File: config.mk
export PLATFORM = sky130hd
export DESIGN_NAME = eba_arbiter
export DESIGN_NICKNAME = d
export VERILOG_FILES = /design/src/shared/eba_pkg.sv /design/src/rtl/eba_arbiter.sv
export SDC_FILE = /design/constraint.sdc
export NUM_CORES = 1
export LEC_CHECK = 0
export BUFFER_PORTS_ARGS = -buffer_cell sky130_fd_sc_hd__buf_2
export CAP_MARGIN = 20
export CORE_MARGIN = 2
export CORE_UTILIZATION = 30
export DETAILED_ROUTE_END_ITERATION = 6
export GPL_TIMING_DRIVEN = 0
export SLEW_MARGIN = 5
export SYNTH_ARGS = -nofsm -noshare
export SYNTH_HDL_FRONTEND = slang
export SYNTH_SLANG_ARGS = --single-unit
File: constraint.sdc
create_clock -name clk_i -period 4.3 [get_ports clk_i]
set_clock_uncertainty 0.15 [all_clocks]
set_input_delay 0.645 -clock clk_i [delete_from_list [all_inputs] [get_ports clk_i]]
set_output_delay 0.645 -clock clk_i [all_outputs]
set_load 0.01 [all_outputs]
File: src/shared/eba_pkg.sv
// constants and types for the external bus arbitration and idle-insertion block
// assumes a single clock domain; all link pins arrive already synchronous
package eba_pkg;

  // chip-select space that partial-share master mode arbitrates for
  localparam logic [1:0] CS_SHARED = 2'h2;
  // largest idle count that may be inserted after a read
  localparam logic [1:0] IDLE_MAX = 2'h2;
  // encoding of the reserved idle-count code
  localparam logic [1:0] IDLE_CODE_TOP = 2'h3;
  // least wait between a read and a following write
  localparam logic [1:0] WR_AFTER_RD_MIN = 2'h1;
  // saturation value of the empty-cycle counter
  localparam logic [1:0] GAP_SAT = 2'h3;

  // internal bus masters
  typedef enum logic [1:0] {
    M_REFRESH,
    M_DMA,
    M_CPU
  } eba_master_t;

  // ownership and cycle sequencing
  typedef enum logic [2:0] {
    ST_IDLE,
    ST_GAP,
    ST_CYCLE,
    ST_RELEASE,
    ST_RELEASED,
    ST_REQUEST,
    ST_ACQUIRE
  } eba_state_t;

endpackage : eba_pkg

File: src/rtl/eba_arbiter.sv
// external bus ownership: idle insertion after reads and arbitration between masters
// assumes requesters hold their request until they see their start pulse,
// and acc_done_i marks the last cycle of each external access.
`timescale 1ns/1ps
module eba_arbiter (
  // clock and reset
  input wire logic clk_i,
  input wire logic arst_n_i,
  // mode selection
  input wire logic mode_slave_i,
  input wire logic partial_share_enable_i,
  // idle counts after reads, per space
  input wire logic [1:0] space0_read_idle_count_i,
  input wire logic [1:0] space1_read_idle_count_i,
  input wire logic [1:0] space2_read_idle_count_i,
  input wire logic [1:0] space3_read_idle_count_i,
  // internal requesters
  input wire logic refresh_req_i,
  input wire logic dma_req_i,
  input wire logic [1:0] dma_cs_i,
  input wire logic dma_wr_i,
  input wire logic dma_last_i,
  input wire logic cpu_req_i,
  input wire logic [1:0] cpu_cs_i,
  input wire logic cpu_wr_i,
  input wire logic cpu_last_i,
  // external cycle sequencing
  input wire logic acc_done_i,
  output logic start_o,
  output logic [2:0] start_master_o,
  output logic [1:0] cyc_cs_o,
  output logic cyc_wr_o,
  output logic rd_strobe_late_o,
  output logic idle_insert_o,
  // arbitration link
  input wire logic release_request_n_i,
  output logic release_grant_n_o,
  output logic bus_request_n_o,
  input wire logic bus_ack_n_i,
  output logic bus_drive_en_n_o,
  output logic ctrl_inactive_o,
  // internal bus and cache
  input wire logic monitor_en_i,
  input wire logic periph_req_i,
  output logic periph_go_o,
  input wire logic cpu_read_hit_i,
  output logic cache_read_go_o
);

  eba_pkg::eba_state_t state_q, state_d;
  eba_pkg::eba_master_t sel_m, cur_m_q, lock_m_q;
  logic slave_q, strap_done_q, pshare, plain_master, ext_req, ref_ok;
  logic sel_valid, sel_wr, sel_last, sel_is_ref, need_share;
  logic [1:0] sel_cs, need, gap_left_q, gap_q, prev_cs_q;
  logic prev_valid_q, prev_rd_q, lock_q, shared_own_q, cur_last_q, cur_ref_q;
  logic start_q, late_q, grant_n_q, bus_request_n_n_q, decide;
  logic [1:0] cur_cs_q;
  logic cur_wr_q;
  logic [1:0] idle_cfg [4];

  function automatic logic [1:0] idle_need(input logic ok, input logic prd, input logic [1:0] pcs,
                                           input logic [1:0] ncs, input logic nwr, input logic [1:0] gap,
                                           input logic [1:0] cfg);
    logic [1:0] cnt;
    logic [1:0] rem;
    cnt = (cfg == eba_pkg::IDLE_CODE_TOP) ? eba_pkg::IDLE_MAX : cfg;
    rem = (gap >= cnt) ? 2'h0 : 2'(cnt - gap);
    if (!ok || !prd) begin
      rem = 2'h0;
    end else if (!nwr && ncs == pcs) begin
      rem = 2'h0;
    end else if (nwr && gap == 2'h0 && rem < eba_pkg::WR_AFTER_RD_MIN) begin
      rem = eba_pkg::WR_AFTER_RD_MIN;
    end
    return rem;
  endfunction : idle_need

  assign idle_cfg[0] = space0_read_idle_count_i;
  assign idle_cfg[1] = space1_read_idle_count_i;
  assign idle_cfg[2] = space2_read_idle_count_i;
  assign idle_cfg[3] = space3_read_idle_count_i;

  // mode strap caught after reset release; partial-share only from master
  always_ff @(posedge clk_i or negedge arst_n_i) begin
    if (!arst_n_i) begin
      slave_q <= 1'b0;
      strap_done_q <= 1'b0;
    end else if (!strap_done_q) begin
      slave_q <= mode_slave_i;
      strap_done_q <= 1'b1;
    end
  end

  assign pshare = partial_share_enable_i & ~slave_q;
  assign plain_master = ~slave_q & ~pshare;
  assign ext_req = ~release_request_n_i & plain_master;
  // refresh belongs to the master side; a slave ignores it
  assign ref_ok = refresh_req_i & ~slave_q;

  // a locked sequence keeps its master; otherwise fixed priority
  always_comb begin
    sel_m = eba_pkg::M_CPU;
    sel_valid = 1'b0;
    if (lock_q) begin
      sel_m = lock_m_q;
      sel_valid = (lock_m_q == eba_pkg::M_DMA) ? dma_req_i : cpu_req_i;
    end else if (ref_ok) begin
      sel_m = eba_pkg::M_REFRESH;
      sel_valid = 1'b1;
    end else if (dma_req_i) begin
      sel_m = eba_pkg::M_DMA;
      sel_valid = 1'b1;
    end else if (cpu_req_i) begin
      sel_m = eba_pkg::M_CPU;
      sel_valid = 1'b1;
    end
  end

  assign sel_is_ref = (sel_m == eba_pkg::M_REFRESH);
  assign sel_cs = (sel_m == eba_pkg::M_DMA) ? dma_cs_i : cpu_cs_i;
  assign sel_wr = (sel_m == eba_pkg::M_DMA) ? dma_wr_i : cpu_wr_i;
  assign sel_last = sel_is_ref | ((sel_m == eba_pkg::M_DMA) ? dma_last_i : cpu_last_i);
  assign need_share = slave_q | (pshare & ~sel_is_ref & sel_cs == eba_pkg::CS_SHARED);
  // refresh carries no data, so no idle cycles are ever inserted before it
  assign need = sel_is_ref ? 2'h0 :
                idle_need(prev_valid_q, prev_rd_q, prev_cs_q, sel_cs, sel_wr, gap_q, idle_cfg[prev_cs_q]);

  always_comb begin
    state_d = state_q;
    case (state_q)
      eba_pkg::ST_IDLE: begin
        if (!strap_done_q) begin
          state_d = eba_pkg::ST_IDLE;
        end else if (ext_req && !ref_ok && !lock_q) begin
          state_d = eba_pkg::ST_RELEASE;
        end else if (sel_valid && need_share && !shared_own_q) begin
          state_d = eba_pkg::ST_REQUEST;
        end else if (sel_valid) begin
          state_d = (need != 2'h0) ? eba_pkg::ST_GAP : eba_pkg::ST_CYCLE;
        end
      end
      eba_pkg::ST_GAP: begin
        // idle insertion counts as an active cycle: no release in here
        if (gap_left_q == 2'h0) begin
          state_d = eba_pkg::ST_CYCLE;
        end
      end
      eba_pkg::ST_CYCLE: begin
        if (acc_done_i) begin
          // interrupt fetches and saves end with last set, so arbitration runs between them
          state_d = (shared_own_q && cur_last_q) ? eba_pkg::ST_RELEASE : eba_pkg::ST_IDLE;
        end
      end
      eba_pkg::ST_RELEASE: begin
        state_d = eba_pkg::ST_RELEASED;
      end
      eba_pkg::ST_RELEASED: begin
        if (!plain_master) begin
          state_d = eba_pkg::ST_IDLE;
        end else if (release_request_n_i) begin
          state_d = eba_pkg::ST_ACQUIRE;
        end
      end
      eba_pkg::ST_REQUEST: begin
        if (!bus_ack_n_i) begin
          state_d = eba_pkg::ST_ACQUIRE;
        end
      end
      eba_pkg::ST_ACQUIRE: begin
        state_d = eba_pkg::ST_IDLE;
      end
      default: begin
        state_d = eba_pkg::ST_IDLE;
      end
    endcase
  end

  assign decide = (state_q == eba_pkg::ST_IDLE) &&
                  (state_d == eba_pkg::ST_GAP || state_d == eba_pkg::ST_CYCLE);

  always_ff @(posedge clk_i or negedge arst_n_i) begin
    if (!arst_n_i) begin
      state_q <= eba_pkg::ST_IDLE;
    end else begin
      state_q <= state_d;
    end
  end

  // capture the access chosen for the next cycle
  always_ff @(posedge clk_i or negedge arst_n_i) begin
    if (!arst_n_i) begin
      cur_m_q <= eba_pkg::M_CPU;
      cur_cs_q <= 2'h0;
      cur_wr_q <= 1'b0;
      cur_last_q <= 1'b1;
      cur_ref_q <= 1'b0;
      gap_left_q <= 2'h0;
    end else if (decide) begin
      cur_m_q <= sel_m;
      cur_cs_q <= sel_cs;
      cur_wr_q <= sel_wr;
      cur_last_q <= sel_last;
      cur_ref_q <= sel_is_ref;
      gap_left_q <= (need != 2'h0) ? 2'(need - 2'h1) : 2'h0;
    end else if (state_q == eba_pkg::ST_GAP && gap_left_q != 2'h0) begin
      gap_left_q <= 2'(gap_left_q - 2'h1);
    end
  end

  // previous access memory and empty-cycle count
  always_ff @(posedge clk_i or negedge arst_n_i) begin
    if (!arst_n_i) begin
      prev_valid_q <= 1'b0;
      prev_rd_q <= 1'b0;
      prev_cs_q <= 2'h0;
      gap_q <= 2'h0;
    end else if (state_q == eba_pkg::ST_CYCLE && acc_done_i && !cur_ref_q) begin
      prev_valid_q <= 1'b1;
      prev_rd_q <= ~cur_wr_q;
      prev_cs_q <= cur_cs_q;
      gap_q <= 2'h0;
    end else if (state_q == eba_pkg::ST_RELEASE || state_q == eba_pkg::ST_ACQUIRE) begin
      // the arbitration cycle already separates the accesses
      prev_valid_q <= 1'b0;
    end else if (state_q == eba_pkg::ST_IDLE && gap_q != eba_pkg::GAP_SAT) begin
      gap_q <= 2'(gap_q + 2'h1);
    end
  end

  always_ff @(posedge clk_i or negedge arst_n_i) begin
    if (!arst_n_i) begin
      lock_q <= 1'b0;
      lock_m_q <= eba_pkg::M_CPU;
    end else if (state_q == eba_pkg::ST_CYCLE && acc_done_i) begin
      lock_q <= ~cur_last_q;
      lock_m_q <= cur_m_q;
    end
  end

  // shared ownership and request line for slave-style access
  always_ff @(posedge clk_i or negedge arst_n_i) begin
    if (!arst_n_i) begin
      shared_own_q <= 1'b0;
      bus_request_n_n_q <= 1'b1;
    end else if (state_d == eba_pkg::ST_REQUEST) begin
      bus_request_n_n_q <= 1'b0;
    end else if (state_q == eba_pkg::ST_REQUEST && state_d == eba_pkg::ST_ACQUIRE) begin
      shared_own_q <= 1'b1;
    end else if (state_d == eba_pkg::ST_RELEASE) begin
      shared_own_q <= 1'b0;
      bus_request_n_n_q <= 1'b1;
    end
  end

  always_ff @(posedge clk_i or negedge arst_n_i) begin
    if (!arst_n_i) begin
      grant_n_q <= 1'b1;
    end else begin
      grant_n_q <= ~(state_d == eba_pkg::ST_RELEASED && plain_master);
    end
  end

  always_ff @(posedge clk_i or negedge arst_n_i) begin
    if (!arst_n_i) begin
      start_q <= 1'b0;
      late_q <= 1'b0;
    end else begin
      start_q <= (state_d == eba_pkg::ST_CYCLE) && (state_q != eba_pkg::ST_CYCLE);
      if (decide) begin
        // write data floats on the rise, read strobe waits for the fall
        late_q <= ~sel_wr & prev_valid_q & ~prev_rd_q & (gap_q == 2'h0);
      end
    end
  end

  assign start_o = start_q;
  assign start_master_o = start_q ? (3'h1 << cur_m_q) : 3'h0;
  assign cyc_cs_o = cur_cs_q;
  assign cyc_wr_o = cur_wr_q;
  assign rd_strobe_late_o = late_q & ~cur_wr_q;
  assign idle_insert_o = (state_q == eba_pkg::ST_GAP);
  assign release_grant_n_o = grant_n_q;
  assign bus_request_n_o = bus_request_n_n_q;
  // partial-share always drives; otherwise only the owner drives
  assign bus_drive_en_n_o = pshare ? 1'b0 :
                            slave_q ? ~(shared_own_q | state_q == eba_pkg::ST_RELEASE) :
                            ~(strap_done_q && state_q != eba_pkg::ST_RELEASED);
  assign ctrl_inactive_o = (state_q == eba_pkg::ST_RELEASE) || (state_q == eba_pkg::ST_ACQUIRE);
  // with monitoring, the internal bus is busy watching the foreign master
  assign periph_go_o = periph_req_i & (~monitor_en_i | bus_drive_en_n_o == 1'b0);
  assign cache_read_go_o = cpu_read_hit_i;

  a_float_granted: assert property (@(posedge clk_i) disable iff (!arst_n_i)
    !release_grant_n_o && !pshare |-> bus_drive_en_n_o)
    else $error("bus driven while grant asserted");
  a_lock_no_release: assert property (@(posedge clk_i) disable iff (!arst_n_i)
    state_q == eba_pkg::ST_CYCLE && acc_done_i && !cur_last_q |=> state_q != eba_pkg::ST_RELEASE ##1
    state_q != eba_pkg::ST_RELEASED)
    else $error("bus released inside locked sequence");
  a_same_space_read: assert property (@(posedge clk_i) disable iff (!arst_n_i)
    decide && prev_valid_q && prev_rd_q && !sel_wr && !sel_is_ref && sel_cs == prev_cs_q |=> start_o)
    else $error("idle inserted between same-space reads");
  a_wr_after_rd: assert property (@(posedge clk_i) disable iff (!arst_n_i)
    decide && prev_valid_q && prev_rd_q && sel_wr && !sel_is_ref && gap_q == 2'h0 |=> idle_insert_o)
    else $error("write after read without wait");
  a_gap_bounded: assert property (@(posedge clk_i) disable iff (!arst_n_i)
    $rose(idle_insert_o) |-> ##[1:2] start_o)
    else $error("idle insertion exceeds two cycles");
  a_idle_cleared: assert property (@(posedge clk_i) disable iff (!arst_n_i)
    state_q == eba_pkg::ST_ACQUIRE |=> !prev_valid_q)
    else $error("access history kept across ownership change");
  a_refresh_first: assert property (@(posedge clk_i) disable iff (!arst_n_i)
    decide && ref_ok && !lock_q |=> cur_m_q == eba_pkg::M_REFRESH)
    else $error("refresh lost priority");
  a_grant_return: assert property (@(posedge clk_i) disable iff (!arst_n_i)
    state_q == eba_pkg::ST_RELEASED && plain_master && release_request_n_i |=> release_grant_n_o ##1
    !bus_drive_en_n_o)
    else $error("grant not withdrawn after request negated");
  a_release_inactive: assert property (@(posedge clk_i) disable iff (!arst_n_i)
    $rose(state_q == eba_pkg::ST_RELEASED) |-> $past(ctrl_inactive_o))
    else $error("bus released without inactive controls");
  a_slave_ack: assert property (@(posedge clk_i) disable iff (!arst_n_i)
    state_q == eba_pkg::ST_REQUEST && !bus_ack_n_i |-> !bus_request_n_o ##1 ctrl_inactive_o ##1
    !bus_drive_en_n_o)
    else $error("slave acquisition sequence broken");
  a_pshare_drive: assert property (@(posedge clk_i) disable iff (!arst_n_i)
    pshare |-> !bus_drive_en_n_o && release_grant_n_o)
    else $error("partial-share mode floated the bus");

  c_master_release: cover property (@(posedge clk_i) disable iff (!arst_n_i)
    state_q == eba_pkg::ST_RELEASE ##1 !release_grant_n_o);
  c_idle_two: cover property (@(posedge clk_i) disable iff (!arst_n_i)
    idle_insert_o [*2] ##1 start_o);
  c_slave_cycle: cover property (@(posedge clk_i) disable iff (!arst_n_i)
    slave_q && start_o);
  c_locked_burst: cover property (@(posedge clk_i) disable iff (!arst_n_i)
    lock_q && start_o);

endmodule : eba_arbiter

## Yosys cells after proc, flatten, opt, wreduce, memory -nomap -nowiden

Cells that the tools add are included.
W data, S select, Z words.

- Flip-flop bits (word level): 28

- Bitwise operators: 30
- Shift-type cells: 1
- Order comparisons: 3
- Multiplexer cells: 48
- Add/subtract/negate cells: 4
- Equal/unequal tests: 22
- Reduce and logical (&&, ||, !) cells: 41

Operators by type and width:

| kind | count |
|---|---|
| $mux W2 | 20 |
| $mux W3 | 10 |
| $eq A3 B3 Y1 const B | 6 |
| $pmux W3 S6 | 1 |
| $logic_and A1 B1 Y1 | 17 |
| $mux W1 | 16 |
| $not A1 Y1 | 14 |
| $reduce_bool A2 Y1 | 7 |
| $eq A3 B2 Y1 const B | 4 |
| $and A1 B1 Y1 | 11 |
| $logic_not A1 Y1 | 7 |
| $eq A3 B1 Y1 const B | 2 |
| $logic_not A2 Y1 | 3 |
| $reduce_and A2 Y1 | 3 |
| $bmux W2 S2 | 1 |
| $eq A2 B1 Y1 const B | 2 |
| $eq A2 B2 Y1 const B | 2 |
| $ne A2 B2 Y1 const B | 2 |
| $or A1 B1 Y1 | 4 |
| $sub A2 B1 Y2 const B | 2 |
| $ge A3 B3 Y1 const B | 1 |
| $logic_not A3 Y1 | 1 |
| $logic_or A1 B1 Y1 | 3 |
| $ne A3 B2 Y1 const B | 1 |
| other kinds (9) | 9 |

## Logic depth before layout (Yosys ltp)

Gate-level depths: netlist (run 1).

- Word-level depth: 25
- Mapped depth: 15
- Mapped depth without buffers: 13

## Worst setup path after synthesis (run 1)

OpenSTA, ideal clock, no wires.

- Path kind: input port to flip-flop
- From: input space3_read_idle_count_i[1]
- To: register cur_m_q[0]
- Setup time: 0.125 ns
- Cell stages on the path: 14
- Required time: 4.025 ns
- Path slack: 0.716 ns
- Arrival: 3.309 ns
- Cell sequence: mux4_2 inv_1 nand2_1 ha_1 fa_1 o21a_1 nor2_1 o311a_1 o21ai_2 a31oi_4 nor2_2 nand4b_4 buf_6 mux2_4

- Cells in the longest elaborated chain, start to end: 23
- Elaborated cells on any way between the ends: 25
- Those cells by class: add/sub: 1; order compare: 2; eq/ne: 3; mux: 15; reduce/logical: 4

Ends and longest elaborated chain:

| what | RTL line | source |
|---|---|---|
| start, declared | eba_arbiter.sv:16 | `input wire logic [1:0] space3_read_idle_count_i,` |
| $bmux W2 S2 * | eba_arbiter.sv:126 | `idle_need(prev_valid_q, prev_rd_q, prev_cs_q, sel_cs, sel_wr, gap_q, idle_cfg[prev_cs_q]);` |
| $mux W2 (implied by the code) * (2 in series) | eba_arbiter.sv:126 |  |
| $eq A2 B2 Y1 | eba_arbiter.sv:66 | `cnt = (cfg == eba_pkg::IDLE_CODE_TOP) ? eba_pkg::IDLE_MAX : cfg;` |
| $mux W2 * | eba_arbiter.sv:66 |  |
| $sub A2 B2 Y2 / $ge A2 B2 Y1 (equally long branches) | eba_arbiter.sv:67 | `rem = (gap >= cnt) ? 2'h0 : 2'(cnt - gap);` |
| $mux W2 * | eba_arbiter.sv:67 |  |
| $lt A2 B1 Y1 | eba_arbiter.sv:72 | `end else if (nwr && gap == 2'h0 && rem < eba_pkg::WR_AFTER_RD_MIN) begin` |
| $logic_and A1 B1 Y1 | eba_arbiter.sv:72 |  |
| [... 7 more ...] | -- |  |
| $mux W3 * | eba_arbiter.sv:136 | `end else if (sel_valid && need_share && !shared_own_q) begin` |
| $mux W3 * | eba_arbiter.sv:134 | `end else if (ext_req && !ref_ok && !lock_q) begin` |
| $mux W3 * | eba_arbiter.sv:132 | `if (!strap_done_q) begin` |
| $pmux W3 S6 * | eba_arbiter.sv:130 | `case (state_q)` |
| via state_d[0] | eba_arbiter.sv:50 | `eba_pkg::eba_state_t state_q, state_d;` |
| $eq A3 B1 Y1 / $eq A3 B2 Y1 (equally long branches) | eba_arbiter.sv:179 | `(state_d == eba_pkg::ST_GAP \|\| state_d == eba_pkg::ST_CYCLE);` |
| $logic_or A1 B1 Y1 * | eba_arbiter.sv:179 |  |
| $logic_and A1 B1 Y1 * | eba_arbiter.sv:178 | `assign decide = (state_q == eba_pkg::ST_IDLE) &&` |
| end signal, assigned | eba_arbiter.sv:192 | `cur_m_q <= eba_pkg::M_CPU;` |
| end signal, assigned | eba_arbiter.sv:199 | `cur_m_q <= sel_m;` |
| end, declared | eba_arbiter.sv:51 | `eba_pkg::eba_master_t sel_m, cur_m_q, lock_m_q;` |

Mark *: on every way through the listed nets, which the timed path passes. The rest lies on a longest branch. The select of a mux whose other input is x is not followed.
A chain may end at the register's enable or synchronous reset.

## Worst setup path after layout (run 1)

- From: register prev_cs_q[0]
- To: register cur_ref_q

- Cells in the longest elaborated chain, start to end: 24
- Elaborated cells on any way between the ends: 28
- Those cells by class: add/sub: 1; order compare: 2; eq/ne: 4; mux: 15; bitwise: 1; reduce/logical: 5

Ends and longest elaborated chain:

| what | RTL line | source |
|---|---|---|
| start, declared | eba_arbiter.sv:54 | `logic [1:0] sel_cs, need, gap_left_q, gap_q, prev_cs_q;` |
| start signal, assigned | eba_arbiter.sv:220 | `prev_cs_q <= cur_cs_q;` |
| $not A2 Y3 (implied by the code) | eba_arbiter.sv:126 |  |
| $bmux W2 S2 | eba_arbiter.sv:126 |  |
| $mux W2 (implied by the code) (2 in series) | eba_arbiter.sv:126 |  |
| $eq A2 B2 Y1 | eba_arbiter.sv:66 |  |
| $mux W2 | eba_arbiter.sv:66 |  |
| $sub A2 B2 Y2 / $ge A2 B2 Y1 (equally long branches) | eba_arbiter.sv:67 |  |
| $mux W2 | eba_arbiter.sv:67 |  |
| $lt A2 B1 Y1 | eba_arbiter.sv:72 |  |
| [... 8 more ...] | -- |  |
| $mux W3 * | eba_arbiter.sv:136 |  |
| $mux W3 * | eba_arbiter.sv:134 |  |
| $mux W3 * | eba_arbiter.sv:132 |  |
| $pmux W3 S6 * | eba_arbiter.sv:130 |  |
| via state_d[0] | eba_arbiter.sv:50 |  |
| $eq A3 B1 Y1 / $eq A3 B2 Y1 (equally long branches) | eba_arbiter.sv:179 |  |
| $logic_or A1 B1 Y1 * | eba_arbiter.sv:179 |  |
| $logic_and A1 B1 Y1 * | eba_arbiter.sv:178 |  |
| end signal, assigned | eba_arbiter.sv:203 | `cur_ref_q <= sel_is_ref;` |
| end, declared | eba_arbiter.sv:55 | `logic prev_valid_q, prev_rd_q, lock_q, shared_own_q, cur_last_q, cur_ref_q;` |

Marked as above.

==> results of run 1 <==
-- critical path: stages (launching register included) --
cell	delay [ns]
dfrtp_1	0.34
clkbuf_1	0.29
mux4_2	0.58
inv_1	0.11
nand2_1	0.06
ha_1	0.19
fa_1	0.51
o21a_1	0.12
nor2_1	0.05
o311a_1	0.29
o21ai_2	0.12
a31oi_4	0.18
nor2_2	0.16
nand4b_4	0.14
buf_6	0.19
mux2_4	0.31
-- flip-flops by register name, summed over array words and instances, names as in the netlist, 2 cells and up --
name        cells
prev_cs_q       2
gap_left_q      2
state_q         3
gap_q           2
lock_m_q        2
cyc_cs_o        2
cur_m_q         2
-- synthesized netlist by cell type (all sizes together), types with 7 or more instances --
library cell / instances / share of area [%]
o21ai: 9 / 2.5
mux2i: 8 / 4.2
nor2: 19 / 3.8
nor2b: 7 / 2.4
mux2: 13 / 8.8
inv: 12 / 2.3
nand2: 19 / 3.7
dfrtp: 23 / 30
nor3: 8 / 2.1
-- layer usage --
metal  wire length, µm  share of wire [%]  vias up  track usage, %
met2              1990                 46       47            19.0
met4                17               0.40        0            2.20
li1                  -                  -      780               -
met1              2050                 48      724            18.1
met3               235                5.5        2            2.56
met5                 0                  0        -               0
-- cell families (layout without fill, tap and decap cells) --
| group | count (synthesis) | after routing |
|---|---|---|
| muxes | 23 | 23 |
| other | 1 | 1 |
| xor gates and xnor gates | 4 | 4 |
| buffers and inverters | 19 | 65 |
| adders and majority gates | 6 | 6 |
| AOI/OAI and AO/OA | 33 | 33 |
| and+or+nand+nor | 81 | 81 |
| DFF | 28 | 28 |
-- power by group through the flow --
stage	clock network (mW)	registers (mW)	logic, mW
floorplan	0	0.487	0.757
global placement	0	0.501	0.952
detailed placement	0	0.503	0.975
CTS	0.175	0.500	0.980
global route	0.183	0.520	1.08
finish	0.167	0.498	0.967
-- placed cells by master, fill, tap and decap left out, types with 4 or more instances in the layout --
master / n
nor2_1: 18
o21ai_0: 8
mux2_2: 7
mux2i_1: 8
dfstp_2: 5
ha_1: 5
nor2b_1: 6
nor3_1: 8
inv_1: 12
nand2_1: 19
buf_2: 43
nand2b_1: 5
clkbuf_8: 4
a21oi_1: 5
mux2_4: 6
dfrtp_1: 23
clkbuf_1: 4
-- final timing paths --
kind / cells after the start / end
hold / removal: 1 / prev_rd_q$_DFFE_PN0P_
max in group asynchronous: 1 / shared_own_q$_DFFE_PN0P_
hold reg to reg: 2 / bus_request_n_o$_DFFE_PN1P_
setup reg to reg: 15 / cur_ref_q$_DFFE_PN0P_
setup / recovery: 15 / cur_ref_q$_DFFE_PN0P_
min in group clk_i: 2 / bus_request_n_o$_DFFE_PN1P_
-- final cells by class --
class                           instances  area, µm²  area share (%)
Inverter                               12       45.0            1.97
Clock buffer                            4       55.1            2.40
Timing Repair Buffer                   42        210            9.18
Tap cell                               77       96.3            4.21
Sequential cell                        28        707            30.9
Buffer                                  7       38.8            1.69
Multi-Input combinational cell        148       1140            49.7
-- metrics by stage --
step                      std cells  power, mW
after floorplan                 195       1.24
after global placement          314       1.45
after detailed placement        314       1.48
after CTS                       318       1.66
after global routing            318       1.78
final                           318       1.63
==> flow_metrics.env, run 1 <==
export IMPL_status="finished clean"
export IMPL_finalNetCount=277
export IMPL_setup_viol=0
export IMPL_r2r_setup_slack_ns=0.40
export IMPL_worst_slew_pin_slew_ns=0.696
export IMPL_ant_nets=0
export IMPL_grt_pass1_wl_um=7100
export IMPL_io_pins=44
export IMPL_cp_max_fo=10
export IMPL_crit_type="reg -> reg"
export IMPL_finalCritPeriodShare_pct=90.8
export IMPL_htreeDepth=1
export IMPL_synth_top_family_by_area="simple AND/OR/NAND/NOR gates"
export IMPL_synth_avg_cell_area_um2=9.89
export IMPL_cts_setup_buffers=0
export IMPL_hold_class="in -> async"
export IMPL_fp_row_count=29
export IMPL_seq_area_frac_synth_pct=36.6
export IMPL_drive_gt1_share_pct=33.2
export IMPL_postLayoutCoreUtil_pct=36.5
export IMPL_design_area_um2=2290
export IMPL_port_buffers=42
export IMPL_first_pass_iters=4
export IMPL_cp_startpoint="prev_cs_q[0]$_DFFE_PN0P_"
export IMPL_diodes=0
export IMPL_vias_per_cell=4.88
export IMPL_synth_edf_count=0
export IMPL_clk_latency_ns=0.28
export IMPL_cp_required_ns=4.33
export IMPL_drv_slew=0
export IMPL_placed_area_um2=2240
export IMPL_core_region_area_um2=6280
export IMPL_post_drt_wl_per_cell_um=13.5
export IMPL_fillers=647
export IMPL_routed_wirelength_um=4300
export IMPL_die_h_um=84.2
export IMPL_drv_cap=0
export IMPL_place_ws_ns=0.349
export IMPL_cts_resized_gates=0
export IMPL_setup_slack_ns=0.395
export IMPL_synth_area_um2=1930
export IMPL_clkPwrFrac_pct=10.2
export IMPL_place_hpwl_um=3370
export IMPL_fmax_mhz=256
export IMPL_vdd_drop_max_mv=0.228
export IMPL_grt_overflow_total=0
export IMPL_cts_max_path_buffers=2
export IMPL_drt_iter0_markers=105
export IMPL_r2r_start="prev_cs_q[0]$_DFFE_PN0P_"
export IMPL_synth_compound_area_share_pct=14.0
export IMPL_synth_xor_area_share_pct=2.20
export IMPL_grt_pass1_vias=1458
export IMPL_muxShareOfSynthArea_pct=15.2
export IMPL_fp_dieW_um=84.2
export IMPL_crit_path_end_kind="register"
export IMPL_fin_hold_ws_ns=0.229
export IMPL_switching_share_pct=41.9
export IMPL_period_minus_slack_ns=3.90
export IMPL_slew_headroom_pct=53.2
export IMPL_path_clk_slew_ns=0.10
export IMPL_p_sw_mw=0.683
export IMPL_cp_start_kind="register"
export IMPL_finalSetupTns_ns=0
export IMPL_yosys_area_share_simple_pct=23.1
export IMPL_hold_viol=0
export IMPL_ys_seq_elements=28
export IMPL_ys_warn_count=0
export IMPL_syn_instance_count=195
export IMPL_start_util_pct=30.7
export IMPL_arrival_ns=3.93
export IMPL_synth_ff_type="dfrtp_1"
export IMPL_power_leakage_nw=1.08
export IMPL_root_buffer="clkbuf_8"
export IMPL_cts_buffers=3
export IMPL_power_frac_seq_pct=30.5
export IMPL_fp_dieArea_um2=7090
export IMPL_hold_buffers=0
export IMPL_synth_async_reset_ratio_pct=100
export IMPL_grt_use_total_pct=12.3
export IMPL_tritoncts="done"
export IMPL_antenna_found_initial=0
export IMPL_comb_power_share_pct=59.2
export IMPL_synth_fp_nets=230
export IMPL_vias=1553
export IMPL_yosysUniqueCellTypes=55
export IMPL_intPower_mw=0.948
export IMPL_powerDensity_nw_per_um2=712
export IMPL_area_growth_pct=18.7
export IMPL_numClockSinks=28
export IMPL_rsz0062_at_grt="no"
export IMPL_drcViolationCount=0
export IMPL_synth_adder_area_share_pct=4.28
export IMPL_grt_max_degree=29
export IMPL_place_gp_congestion=0.870
(Power assumes the default switching activity.)
==> run 2: changes to the inputs <==
--- a/config.mk
+++ b/config.mk
@@ -11,6 +11,8 @@
 export CORE_UTILIZATION = 30
 export DETAILED_ROUTE_END_ITERATION = 6
 export GPL_TIMING_DRIVEN = 0
+export MAX_ROUTING_LAYER = met4
+export REMOVE_ABC_BUFFERS = 1
 export SLEW_MARGIN = 5
 export SYNTH_ARGS = -nofsm -noshare
 export SYNTH_HDL_FRONTEND = slang
==> run 2 against run 1 <==
Against the previous run:
- count of clock-buffer cells in the layout is the same
- sequential cell count unchanged
- maximum frequency increased by 2.9%
- combinational power shrank 10%
- sequential power increased by 11%
- global-route usage rose by 0.44 points
- cell area is 2.3% lower
- first-iteration DRC count increased by 16%
- routed wire length decreased by 3.8%
- cell count down 2.5%
- via count down 1.1%
- critical path type unchanged
- largest cell class unchanged
- largest power group unchanged
- highest routed layer unchanged
==> flow_metrics.env, run 2 (synthesized netlist as in run 1, its figures left out) <==
export IMPL_status="finished clean"
export IMPL_grt_overflow_total=0
export IMPL_place_gp_congestion=0.814
export IMPL_cp_start_kind="register"
export IMPL_drcViolationCount=0
export IMPL_grt_max_degree=29
export IMPL_fp_dieW_um=84.2
export IMPL_antenna_found_initial=0
export IMPL_powerDensity_nw_per_um2=702
export IMPL_cts_resized_gates=0
export IMPL_root_buffer="clkbuf_8"
export IMPL_rsz0062_at_grt="no"
export IMPL_worstPathCellList="mux4_2 -> inv_1 -> nand2_1 -> ha_1 -> fa_1 -> o21a_1 -> nor2_1 -> o311a_1 -> o21ai_2 -> a31oi_4 -> nand2_1 -> nand4b_4 -> mux2_4"
export IMPL_fp_dieArea_um2=7090
export IMPL_period_minus_slack_ns=3.79
export IMPL_numClockSinks=28
export IMPL_slowest_stage="mux4_2"
export IMPL_postLayoutCoreUtil_pct=35.6
export IMPL_final_common_cell="buf_2"
export IMPL_reg2reg_to="cur_ref_q$_DFFE_PN0P_"
export IMPL_hold_class="in -> async"
export IMPL_power_frac_seq_pct=35.2
export IMPL_crit_top_cell="nand2_1"
export IMPL_regMostFlops="state_q"
export IMPL_intPower_mw=0.906
export IMPL_finalSetupTns_ns=0
export IMPL_reg2reg_depth=13
export IMPL_vdd_drop_max_mv=0.339
export IMPL_diodes=0
export IMPL_drv_slew=0
export IMPL_cts_setup_buffers=0
export IMPL_cpPeakStageDelay_ns=0.56
export IMPL_first_pass_iters=4
export IMPL_routed_wirelength_um=4130
export IMPL_io_pins=44
export IMPL_numPlacedInstances=306
export IMPL_drv_cap=0
export IMPL_clkPwrFrac_pct=9.7
export IMPL_drt_iter0_markers=122
export IMPL_start_util_pct=30.7
export IMPL_crit_path_end_kind="register"
export IMPL_arrival_ns=3.81
export IMPL_p_sw_mw=0.664
export IMPL_finalNetCount=269
export IMPL_cts_max_path_buffers=2
export IMPL_finalCritPeriodShare_pct=88.2
export IMPL_vias_per_cell=4.95
export IMPL_grt_pass1_vias=1479
export IMPL_fmax_mhz=264
export IMPL_slew_headroom_pct=58.5
export IMPL_fin_hold_ws_ns=0.220
export IMPL_fp_row_count=29
export IMPL_final_cells=310
export IMPL_setup_viol=0
export IMPL_post_drt_wl_per_cell_um=13.3
export IMPL_largest_register_ffs=3
export IMPL_place_hpwl_um=3200
export IMPL_r2r_setup_slack_ns=0.51
export IMPL_switching_share_pct=42.3
export IMPL_fillers=647
export IMPL_final_cell_mix="buf_2 (41), dfrtp_1 (23), nand2_1 (19), nor2_1 (18), inv_1 (12)"
export IMPL_vias=1536
export IMPL_clk_latency_ns=0.28
export IMPL_crit_type="reg -> reg"
export IMPL_p_total_mw=1.57
export IMPL_hold_viol=0
export IMPL_worst_slew_pin_slew_ns=0.617
export IMPL_power_leakage_nw=1.05
export IMPL_cp_required_ns=4.32
export IMPL_drive_gt1_share_pct=32.2
export IMPL_path_clk_slew_ns=0.10
export IMPL_ant_nets=0
export IMPL_port_buffers=41
export IMPL_comb_power_share_pct=55.2
export IMPL_grt_pass1_wl_um=7160
export IMPL_hold_buffers=0
export IMPL_grt_use_total_pct=12.7
export IMPL_die_h_um=84.2
export IMPL_r2r_start="prev_cs_q[0]$_DFFE_PN0P_"
export IMPL_cts_buffers=3
export IMPL_htreeDepth=1
export IMPL_area_growth_pct=16.0
export IMPL_core_region_area_um2=6280
export IMPL_tritoncts="done"
export IMPL_cp_max_fo=10
-- run 2: cell count changes in the layout (fill, tap and decap cells not counted) --
cell | previous run | this run
buf_2 | 43 | 41
clkbuf_1 | 4 | 1
buf_4 | 1 | 0
buf_6 | 1 | 0
clkbuf_8 | 4 | 3
-- run 2: stage by stage --
stage / worst slack (ns) / area (µm²)
2_1_floorplan: 0.709 / 1890
3_3_place_gp: 0.352 / 2190
3_5_place_dp: 0.301 / 2190
4_1_cts: 0.460 / 2240
5_1_grt: 0.249 / 2240
6_report: 0.506 / 2240
-- run 2: area by class of cell --
type	count	area, µm²	area share (%)
Timing Repair Buffer	41	205	9.17
Clock buffer	4	45.0	2.01
Sequential cell	28	707	31.6
Multi-Input combinational cell	148	1140	50.9
Inverter	12	45.0	2.01
Tap cell	77	96.3	4.31
-- run 2: critical path, delay by kind of cell (launching register included) --
family | cells | cell delay [ns]
fa+ha+maj | 2 | 0.70
simple gates | 4 | 0.56
flops | 1 | 0.51
compound gates | 4 | 0.71
buf+inv | 1 | 0.11
mux | 2 | 0.95
-- run 2: power groups by stage --
| stage | Clock (mW) | Sequential [mW] | Combinational, mW |
|---|---|---|---|
| after floorplan | 0 | 0.523 | 0.687 |
| after global placement | 0 | 0.556 | 0.862 |
| after detailed placement | 0 | 0.556 | 0.877 |
| after CTS | 0.157 | 0.552 | 0.882 |
| after global routing | 0.169 | 0.578 | 0.984 |
| final | 0.152 | 0.552 | 0.866 |
-- run 2: worst max-delay path by stage --
stage	start	to	slack, ns	cells after the start
after floorplan	space3_read_idle_count_i[1]	cur_m_q[0]$_DFFE_PN0P_	0.71	13
after global placement	space3_read_idle_count_i[1]	cur_ref_q$_DFFE_PN0P_	0.35	14
after detailed placement	space3_read_idle_count_i[1]	late_q$_DFFE_PN0P_	0.30	14
after CTS	prev_cs_q[0]$_DFFE_PN0P_	cur_ref_q$_DFFE_PN0P_	0.46	13
after global routing	prev_cs_q[0]$_DFFE_PN0P_	cur_m_q[0]$_DFFE_PN0P_	0.25	13
final	prev_cs_q[0]$_DFFE_PN0P_	cur_ref_q$_DFFE_PN0P_	0.51	13
-- run 2: metal layers --
| metal | global-route usage [%] | vias to the layer above | wire [µm] | share of wire, % |
|---|---|---|---|---|
| li1 | - | 768 | - | - |
| met1 | 17.8 | 718 | 1980 | 48 |
| met2 | 19.5 | 48 | 1900 | 46 |
| met3 | 2.65 | 2 | 240 | 5.8 |
| met4 | 2.20 | 0 | 15 | 0.36 |
| met5 | - | - | 0 | 0 |
==> run 3: changes to the inputs <==
--- a/config.mk
+++ b/config.mk
@@ -5,7 +5,7 @@
 export SDC_FILE = /design/constraint.sdc
 export NUM_CORES = 1
 export LEC_CHECK = 0
-export BUFFER_PORTS_ARGS = -buffer_cell sky130_fd_sc_hd__buf_2
+export BUFFER_PORTS_ARGS = -buffer_cell sky130_fd_sc_hd__buf_4
 export CAP_MARGIN = 20
 export CORE_MARGIN = 2
 export CORE_UTILIZATION = 30
==> constraint.sdc (replaced) <==
create_clock -name clk_i -period 4.3 [get_ports clk_i]
set_clock_uncertainty 0.15 [all_clocks]
set_input_delay 0.645 -clock clk_i [delete_from_list [all_inputs] [get_ports clk_i]]
set_output_delay 0.645 -clock clk_i [all_outputs]
set_load 0.05 [all_outputs]
==> run 3 against run 2 <==
Against the previous run:
- cell area up 5.8%
- register-to-register slack better by 0.02 ns
- sequential power about the same
- sequential share of layout area down 1.7 points
- routed wire length up 1.4%
- non-clock buffer count unchanged
- highest routed layer unchanged
==> flow_metrics.env, run 3 (synthesized netlist as in run 1, its figures left out) <==
export IMPL_cp_start_kind="register"
export IMPL_arrival_ns=3.80
export IMPL_cp_max_fo=10
export IMPL_routed_wirelength_um=4190
export IMPL_fmax_mhz=265
export IMPL_cts_buffers=3
export IMPL_grt_overflow_total=0
export IMPL_finalCritPeriodShare_pct=87.9
export IMPL_vias=1560
export IMPL_grt_max_degree=29
export IMPL_numPlacedInstances=306
export IMPL_ant_nets=0
export IMPL_root_buffer="clkbuf_8"
export IMPL_worst_slew_pin_slew_ns=0.629
export IMPL_powerDensity_nw_per_um2=759
export IMPL_crit_type="reg -> reg"
export IMPL_cp_required_ns=4.32
export IMPL_largest_register_ffs=3
export IMPL_final_common_cell="buf_4"
export IMPL_vias_per_cell=5.03
export IMPL_path_clk_slew_ns=0.10
export IMPL_slew_headroom_pct=57.7
export IMPL_status="finished clean"
export IMPL_port_buffers=41
export IMPL_clk_latency_ns=0.28
export IMPL_power_leakage_nw=1.09
export IMPL_vdd_drop_max_mv=0.354
export IMPL_clkPwrFrac_pct=11.8
export IMPL_power_frac_seq_pct=30.8
export IMPL_drv_cap=0
export IMPL_crit_path_end_kind="register"
export IMPL_tritoncts="done"
export IMPL_io_pins=44
export IMPL_htreeDepth=1
export IMPL_p_sw_mw=0.798
export IMPL_multi_input_area_um2=1140
export IMPL_first_pass_iters=4
export IMPL_core_region_area_um2=6280
export IMPL_area_growth_pct=22.6
export IMPL_grt_pass1_vias=1525
export IMPL_hold_viol=0
export IMPL_cts_max_path_buffers=2
export IMPL_numClockSinks=28
export IMPL_start_util_pct=30.7
export IMPL_drv_slew=0
export IMPL_drt_iter0_markers=99
export IMPL_drcViolationCount=0
export IMPL_grt_pass1_wl_um=7200
export IMPL_setup_viol=0
export IMPL_diodes=0
export IMPL_antenna_found_initial=0
export IMPL_final_cells=310
export IMPL_finalNetCount=269
export IMPL_cts_resized_gates=0
export IMPL_hold_class="in -> async"
export IMPL_cts_setup_buffers=0
export IMPL_finalSetupTns_ns=0
export IMPL_intPower_mw=0.996
export IMPL_reg2reg_depth=13
export IMPL_regMostFlops="state_q"
export IMPL_comb_power_share_pct=57.4
export IMPL_rsz0062_at_grt="no"
export IMPL_grt_use_total_pct=12.8
export IMPL_final_cell_mix="buf_4 (41), dfrtp_1 (23), nand2_1 (19), nor2_1 (18), inv_1 (12)"
export IMPL_place_gp_congestion=0.825
export IMPL_switching_share_pct=44.5
export IMPL_place_hpwl_um=3260
export IMPL_fp_dieArea_um2=7090
export IMPL_fp_dieW_um=84.2
export IMPL_fillers=649
export IMPL_regArea_um2=707
export IMPL_drive_gt1_share_pct=32.6
export IMPL_hold_buffers=0
export IMPL_period_minus_slack_ns=3.78
export IMPL_post_drt_wl_per_cell_um=13.5
export IMPL_fp_row_count=29
export IMPL_die_h_um=84.2
run 3: final timing paths:
| kind | slack, ns | startpoint | endpoint |
|---|---|---|---|
| hold reg to reg | 0.33 | bus_request_n_o$_DFFE_PN1P_ | bus_request_n_o$_DFFE_PN1P_ |
| hold / removal | 0.11 | arst_n_i | cur_m_q[0]$_DFFE_PN0P_ |
| min in group clk_i | 0.33 | bus_request_n_o$_DFFE_PN1P_ | bus_request_n_o$_DFFE_PN1P_ |
| setup reg to reg | 0.52 | prev_cs_q[0]$_DFFE_PN0P_ | cur_ref_q$_DFFE_PN0P_ |
| max in group asynchronous | 3.58 | arst_n_i | cur_last_q$_DFFE_PN1P_ |
| setup / recovery | 0.52 | prev_cs_q[0]$_DFFE_PN0P_ | cur_ref_q$_DFFE_PN0P_ |
run 3: layout make-up:
class,instances,share of cell area (%)
multi-input cells,148,48.1
inverters,12,1.90
flip-flops and latches,28,29.9
clock inverters,1,1.27
clock buffers,3,1.75
repair buffers,41,13.0
well taps,77,4.07
run 3: power groups by stage:
| stage | Combinational [mW] | Clock (mW) | Sequential, mW |
|---|---|---|---|
| 2_1_floorplan | 0.749 | 0 | 0.590 |
| 3_3_place_gp | 1.03 | 0 | 0.558 |
| 3_5_place_dp | 1.04 | 0 | 0.560 |
| 4_1_cts | 1.05 | 0.217 | 0.556 |
| 5_1_grt | 1.14 | 0.227 | 0.580 |
| 6_report | 1.03 | 0.212 | 0.553 |
run 3: stage by stage:
stage               utilization (%)  setup slack, ns  instance area, µm²  hold WS [ns]  power [mW]
floorplan                         -            0.709                1890         0.199        1.34
global placement               36.6            0.325                2290         0.299        1.59
detailed placement             36.6            0.281                2290         0.315        1.60
CTS                            37.7            0.455                2370         0.126        1.82
global route                   37.7            0.242                2370         0.135        1.95
finish                         37.7            0.521                2370         0.111        1.79
run 3: routing by layer:
layer	up-vias	routed length [µm]	GRT usage, %	part of all wire (%)
met5	-	0	-	0
met4	0	29	2.20	0.69
met3	2	235	2.85	5.6
met2	45	1970	20.4	47
met1	744	1950	17.0	47
li1	769	-	-	-
run 3: critical path, stage by stage (launching register included):
cell,delay [ns]
dfrtp_1,0.50
mux4_2,0.56
inv_1,0.11
nand2_1,0.06
ha_1,0.18
fa_1,0.52
o21a_1,0.12
nor2_1,0.04
o311a_1,0.29
o21ai_2,0.12
a31o_4,0.22
nor2_2,0.04
nand4b_4,0.36
mux2_4,0.39
